### src/hw/mux_reg_defines.svh
`ifndef MUX_REG_DEFINES_SVH
`define MUX_REG_DEFINES_SVH

`define MUX_REG_ADDR_W        4
`define MUX_REG_CTRL_OFS      4'h0
`define MUX_REG_STATUS_OFS    4'h4
`define MUX_REG_CTRL_RST      32'h0000_0000
`define MUX_REG_CTRL_BLOCK    0
`define MUX_REG_ST_DATA_LSB   0
`define MUX_REG_ST_SEL_LSB    8
`define MUX_REG_ST_DRIVE      11
`define MUX_REG_UNMAPPED_RD   32'h0000_0000
`define MUX_REG_SEL_RST       3'h0
`define MUX_REG_DATA_RST      8'h00

`endif

### src/hw/mux_reg_pkg.sv
package mux_reg_pkg;

    localparam int unsigned NUM_INPUTS = 8;
    localparam int unsigned SEL_W      = 3;

    // pin group driven by the surrounding logic
    typedef struct packed {
        logic [NUM_INPUTS-1:0] data_in;
        logic                  select_bit_high;
        logic                  select_bit_mid;
        logic                  select_bit_low;
        logic                  select_latch_open_n;
        logic                  drive_enable_a_n;
        logic                  drive_enable_b_n;
        logic                  drive_enable_c;
        logic                  capture_clock;
    } mux_pins_t;

    // three-state complementary output pair
    typedef struct packed {
        logic y;
        logic y_n;
        logic y_oe;
    } mux_out_t;

endpackage

### src/hw/eight_input_mux_register.sv
`include "mux_reg_defines.svh"

module eight_input_mux_register
    import mux_reg_pkg::*;
(
    input  wire logic                       i_core_clk,
    input  wire logic                       i_resetn,
    input  wire mux_pins_t                  i_pins,
    output mux_out_t                        o_out,
    input  wire logic [`MUX_REG_ADDR_W-1:0] i_avs_address,
    input  wire logic                       i_avs_read,
    input  wire logic                       i_avs_write,
    input  wire logic [31:0]                i_avs_writedata,
    output logic      [31:0]                o_avs_readdata,
    output logic                            o_avs_waitrequest
);

    localparam mux_pins_t PIN_RST = '{
        data_in:             `MUX_REG_DATA_RST,
        select_bit_high:     1'b0,
        select_bit_mid:      1'b0,
        select_bit_low:      1'b0,
        select_latch_open_n: 1'b1,
        drive_enable_a_n:    1'b1,
        drive_enable_b_n:    1'b1,
        drive_enable_c:      1'b0,
        capture_clock:       1'b0
    };

    mux_pins_t             pins_s;
    logic                  cap_prev_r;
    logic                  cap_rise;
    logic [NUM_INPUTS-1:0] stored_r;
    logic [SEL_W-1:0]      sel_in;
    logic [SEL_W-1:0]      sel_r;
    logic                  drive_on;
    logic [31:0]           ctrl_r;
    logic                  ack_r;
    logic                  bus_req;
    logic [31:0]           status_w;
    logic                  sel_level;

    // decode and status layout assume a full binary set of sources below the select field
    if (NUM_INPUTS != (1 << SEL_W)) begin : g_bad_inputs
        $error("eight_input_mux_register needs two to the SEL_W inputs");
    end
    if (`MUX_REG_ST_DATA_LSB + NUM_INPUTS > `MUX_REG_ST_SEL_LSB) begin : g_bad_status
        $error("stored data field overlaps the select field in status");
    end

    // every pin arrives from another domain, so all of them pass two flops
    pin_sync2 #(
        .WIDTH   ($bits(mux_pins_t)),
        .RST_VAL (PIN_RST)
    ) u_pin_sync (
        .i_core_clk (i_core_clk),
        .i_resetn   (i_resetn),
        .i_async    (i_pins),
        .o_sync     (pins_s)
    );

    // capture clock is sampled as a level; it must stay under half the core rate
    always_ff @(posedge i_core_clk) begin
        if (!i_resetn) begin
            cap_prev_r <= 1'b0;
        end else begin
            cap_prev_r <= pins_s.capture_clock;
        end
    end

    assign cap_rise = pins_s.capture_clock & ~cap_prev_r;

    always_ff @(posedge i_core_clk) begin
        if (!i_resetn) begin
            stored_r <= `MUX_REG_DATA_RST;
        end else if (cap_rise) begin
            stored_r <= pins_s.data_in;
        end
    end

    assign sel_in = {pins_s.select_bit_high, pins_s.select_bit_mid, pins_s.select_bit_low};

    // transparent latch rebuilt as a load-enabled flop to stay in one clock domain
    always_ff @(posedge i_core_clk) begin
        if (!i_resetn) begin
            sel_r <= `MUX_REG_SEL_RST;
        end else if (!pins_s.select_latch_open_n) begin
            sel_r <= sel_in;
        end
    end

    // software can park the outputs off regardless of the pin enables
    assign drive_on = ~pins_s.drive_enable_a_n & ~pins_s.drive_enable_b_n
                    & pins_s.drive_enable_c & ~ctrl_r[`MUX_REG_CTRL_BLOCK];

    // no flop between latch, enables and pins, so changes show in the same cycle
    assign sel_level   = stored_r[sel_r];
    assign o_out.y     = sel_level;
    assign o_out.y_n   = ~sel_level;
    assign o_out.y_oe  = drive_on;

    // register slave: one wait cycle, then the answer
    assign bus_req           = i_avs_read | i_avs_write;
    assign o_avs_waitrequest = bus_req & ~ack_r;

    always_ff @(posedge i_core_clk) begin
        if (!i_resetn) begin
            ack_r <= 1'b0;
        end else begin
            ack_r <= bus_req & ~ack_r;
        end
    end

    always_comb begin
        status_w = 32'h0000_0000;
        status_w[`MUX_REG_ST_DATA_LSB +: NUM_INPUTS] = stored_r;
        status_w[`MUX_REG_ST_SEL_LSB +: SEL_W]       = sel_r;
        status_w[`MUX_REG_ST_DRIVE]                  = drive_on;
    end

    always_ff @(posedge i_core_clk) begin
        if (!i_resetn) begin
            o_avs_readdata <= 32'h0000_0000;
        end else if (i_avs_read && !ack_r) begin
            case (i_avs_address)
                `MUX_REG_CTRL_OFS:   o_avs_readdata <= ctrl_r;
                `MUX_REG_STATUS_OFS: o_avs_readdata <= status_w;
                default:             o_avs_readdata <= `MUX_REG_UNMAPPED_RD;
            endcase
        end
    end

    always_ff @(posedge i_core_clk) begin
        if (!i_resetn) begin
            ctrl_r <= `MUX_REG_CTRL_RST;
        end else if (i_avs_write && ack_r && i_avs_address == `MUX_REG_CTRL_OFS) begin
            ctrl_r <= {31'h0000_0000, i_avs_writedata[`MUX_REG_CTRL_BLOCK]};
        end
    end
endmodule

### src/hw/pin_sync2.sv
module pin_sync2 #(
    parameter int unsigned WIDTH = 1,
    parameter logic [WIDTH-1:0] RST_VAL = '0
) (
    input  wire logic             i_core_clk,
    input  wire logic             i_resetn,
    input  wire logic [WIDTH-1:0] i_async,
    output logic      [WIDTH-1:0] o_sync
);

    logic [WIDTH-1:0] meta_r;

    if (WIDTH < 1) begin : g_bad_width
        $error("pin_sync2 needs WIDTH of at least 1");
    end

    // first stage feeds only the second stage
    always_ff @(posedge i_core_clk) begin
        if (!i_resetn) begin
            meta_r <= RST_VAL;
            o_sync <= RST_VAL;
        end else begin
            meta_r <= i_async;
            o_sync <= meta_r;
        end
    end

endmodule

### config.mk
export PLATFORM = sky130hd
export DESIGN_NAME = eight_input_mux_register
export DESIGN_NICKNAME = d
export VERILOG_FILES = /design/src/hw/mux_reg_pkg.sv /design/src/hw/eight_input_mux_register.sv /design/src/hw/pin_sync2.sv
export VERILOG_INCLUDE_DIRS = /design/src /design/src/hw
export SDC_FILE = /design/constraint.sdc
export NUM_CORES = 1
export LEC_CHECK = 0
export ABC_AREA = 1
export BUFFER_PORTS_ARGS = -buffer_cell sky130_fd_sc_hd__clkbuf_2
export CELL_PAD_IN_SITES_DETAIL_PLACEMENT = 1
export CELL_PAD_IN_SITES_GLOBAL_PLACEMENT = 1
export CORE_MARGIN = 5
export CORE_UTILIZATION = 33
export CTS_CLUSTER_SIZE = 25
export DETAILED_ROUTE_END_ITERATION = 16
export PLACE_DENSITY_LB_ADDON = 0.25
export REMOVE_ABC_BUFFERS = 1
export SETUP_SLACK_MARGIN = 0.05
export SYNTH_ARGS = -nofsm -noshare
export SYNTH_HDL_FRONTEND = slang
export SYNTH_HIERARCHICAL = 1
export SYNTH_SLANG_ARGS = --single-unit
### constraint.sdc
create_clock -name i_core_clk -period 1.1 [get_ports i_core_clk]
set_input_delay 0.055 -clock i_core_clk [delete_from_list [all_inputs] [get_ports i_core_clk]]
set_output_delay 0.055 -clock i_core_clk [all_outputs]
set_load 0.005 [all_outputs]
==> key figures <==
Critical path
  – Worst-path cell chain: nor2_2, nor2_1, o21ai_2, nand2_1, nand2_1, nand2_1, clkbuf_2
  – Worst Path Arrival: 1270 ps
  – Max incr delay on CP: 420 ps
  – Buf+Inv Stages, Crit Path: 1
  – Top Family by Delay on Critical Path: flip-flops
  – Crit Path Max Fanout: 8
  – Max stage delay cell, worst path: dfxtp_4
  – Startpoint types: flop
  – Worst Setup SP: sel_r[0]
  – R2r startpoint: ack_r
  – CP Capture Type: output pin
  – WS Path Type: reg -> out
  – Most common cell on crit path: nand2_1
  – Worst Path Required: 1040 ps

Status
  – Failing checks: setup timing
  – Outcome: complete, but fails checks

Timing
  – Final clock period utilization by the worst path: 1.21
  – Fin Hold WS: 38.2 ps
  – Fin. Hold Viols: 0
  – Final setup fails: 3
  – Setup ws final: -229 ps
  – Fmax: 753 MHz
  – Slew Viols, Final: 0
  – Worst Clk Skew: 4.69 ps
  – Minimum clock period: 1330 ps
  – RSZ-0062 raised after global routing: yes

Logic synthesis
  – Area contributors post-synth: dfxtp_1 52%, nand2_1 10%, buf_4 7.4%
  – Largest area contributor in the netlist: dfxtp_1
  – Sequential share of the synthesized area: 0.523
  – Syn_area_per_cell: 8.13 sq um
  – Syn Inst Count: 273
  – Post-synth top area share: 0.523
  – Yosys Warn Count: 6
  – Mapped Area: 0.00222 sq mm
  – Synth Register Bits: 58
  – Post-synthesis cell type count: 21

Routing
  – Final ANT Viol Nets: 0
  – Vias per cell: 4.09
  – Initial DRC count: 40
  – Routed length per instance: 10.3 um
  – Detailed Route WL: 4.37 mm
  – First-pass DRT Iterations: 3
  – Vias post-DR: 1728
  – Remaining DRCs: 0

Global route
  – Total gr overflow: 0
  – First-pass GRT wire length: 7.42 mm
  – Largest net degree at the start of global routing: 33
  – Met1 usage: 0.110
  – Met2 Resource Use GR: 0.206
  – Vias in the first global route: 1756
  – GRT met3 Usage: 0.0286
  – Busiest metal layer after global routing: met2
  – Initial antenna violation count: 0
  – GRT Total Usage: 0.111

Hold path
  – HP Start: i_avs_read
  – Type of the worst min-delay path: in -> reg

Place
  – Inst Count DP: 385
  – Final Wtd Congestion: 0.808
  – Placed cell areas: 0.00243 sq mm
  – Port buffer count: 40
  – Detailed Place HPWL: 2.96 mm

Cells and area
  – Final nets: 396
  – Final instance area: 0.00294 sq mm
  – Post-Route Utilization: 0.455
  – Antenna diode count: 0
  – Share of cells above drive strength 1: 0.359
  – Final std cells w/o fill: 422
  – Layout area overhead: 32.5%

Die
  – Initial Utilization: 0.344
  – Die Area: 0.00847 sq mm
  – Boundary Pins: 92
  – Core Box Area: 0.00646 sq mm
  – # rows: 29
  – Die height: 92.0 um
  – Chip width: 92.0 um

Clock tree
  – Max Buffers Root-to-Sink: 2
  – Clk sinks: 58
  – CTS tree: built
  – Clock latency on the worst-skew pair: 330 ps
  – Clk slew on worst S/H paths: 70 ps
  – Root Buffer: clkbuf_8
  – TritonCTS Buffers: 9
  – Level count of the clock H-tree: 3

Power and ir drop
  – Switch share: 0.248
  – P_sw: 1.06 mW
  – Clk network pwr share: 0.394
  – Maximum vdd drop: 0.000598 V
  – Leak pwr: 1.57 nW
  – Gate power share: 0.085
  – Seq pwr share: 0.521
  – Pwr per Cell Area: 1460 mW/mm^2
  – Cell Int Power: 3.22 mW

Job
  – Max Cap Violations: 0
-- cells in the mapped netlist --
library cell / n
inv_2: 5
nor2_2: 2
nand2_2: 10
inv_1: 40
buf_2: 3
clkbuf_1: 1
nor2_4: 2
dfxtp_1: 58
o21ai_1: 7
a21oi_2: 10
conb_1: 1
nor2_1: 27
nand4_1: 1
o21ai_0: 9
nor3_2: 1
nand2_1: 61
buf_4: 22
nand3_1: 2
buf_6: 4
a21oi_1: 6
nor3_1: 1
-- logic make-up (layout without fill, tap and decap cells) --
family / count (synthesis) / count (layout) / synth area share
AND/OR/NAND/NOR: 107 / 107 / 0.207
buffers and inverters: 75 / 128 / 0.179
flip-flops: 58 / 58 / 0.523
AO/OA/AOI/OAI: 32 / 32 / 0.0891
other: 1 / 20 / 0.00169
-- cell type report --
class,count,area [sq um]
fillers,805,3520
inverters,45,171
flip-flops and latches,58,1170
repair buffers,67,480
multi-input cells,159,851
clock inverters,5,30.0
well taps,77,96.3
clock buffers,11,141
-- tightest hold or removal path: cells and delay by family --
family / cells / cell delay, ps
buf+inv: 1 / 90
simple gates: 2 / 180
-- path summary, 6_finish.rpt --
| check | endpoint | slack, ps | depth (start not counted) |
|---|---|---|---|
| max | o_out[2] | -230 | 7 |
| min | ack_r | 40 | 3 |
| max reg2reg | o_avs_readdata[10] | 60 | 6 |
| min reg2reg | u_pin_sync/o_sync[4] | 400 | 2 |
-- power groups by stage --
stage / registers [mW] / clock network (mW) / logic [mW]
after floorplan: 2.26 / 0 / 0.144
after global placement: 2.27 / 0 / 0.267
after detailed placement: 2.27 / 0 / 0.274
after CTS: 2.22 / 1.77 / 0.339
after global routing: 2.24 / 1.85 / 0.416
final: 2.23 / 1.69 / 0.363
-- repair_timing --
action | CTS | global route
endpoints found under the hold margin | 17 | 0
setup buffers | 4 | 3
pin swaps | 10 | 20
gates resized for setup | 14 | 36
gates cloned | 1 | 0
hold buffers | 17 | 0
endpoints found under the setup margin | 12 | 16
-- routing by layer --
layer | part of all wire | vias up | routed length, um
met2 | 0.49 | 49 | 2140
met4 | 0.028 | 0 | 123
met3 | 0.067 | 10 | 294
met1 | 0.41 | 764 | 1810
met5 | 0 | - | 0
li1 | - | 905 | -
-- cell usage in the layout, fill, tap and decap left out, types with 7 or more instances in the layout --
master	n
nand2_1	50
dlygate4sd3_1	17
nand2_2	14
clkbuf_2	38
nor2_1	22
inv_1	39
o21ai_0	9
nand2_4	7
conb_1	20
dfxtp_1	53
clkbuf_8	10
a21oi_2	11
-- sequential cells by signal, summed over array words and instances, names as in the netlist --
register	count
stored_r	8
u_pin_sync/o_sync	16
sel_r	3
o_avs_readdata	12
ack_r	1
cap_prev_r	1
u_pin_sync/meta_r	16
ctrl_r	1
-- metrics by stage --
stage / setup slack [ps] / power, mW / setup TNS, ps
finish: -229 / 4.28 / -493
global route: -329 / 4.50 / -759
CTS: -267 / 4.33 / -548
detailed placement: -42.7 / 2.54 / -67.8
global placement: -17.1 / 2.53 / -17.1
floorplan: -7.79 / 2.40 / -7.79
(Power assumes the default switching activity.)
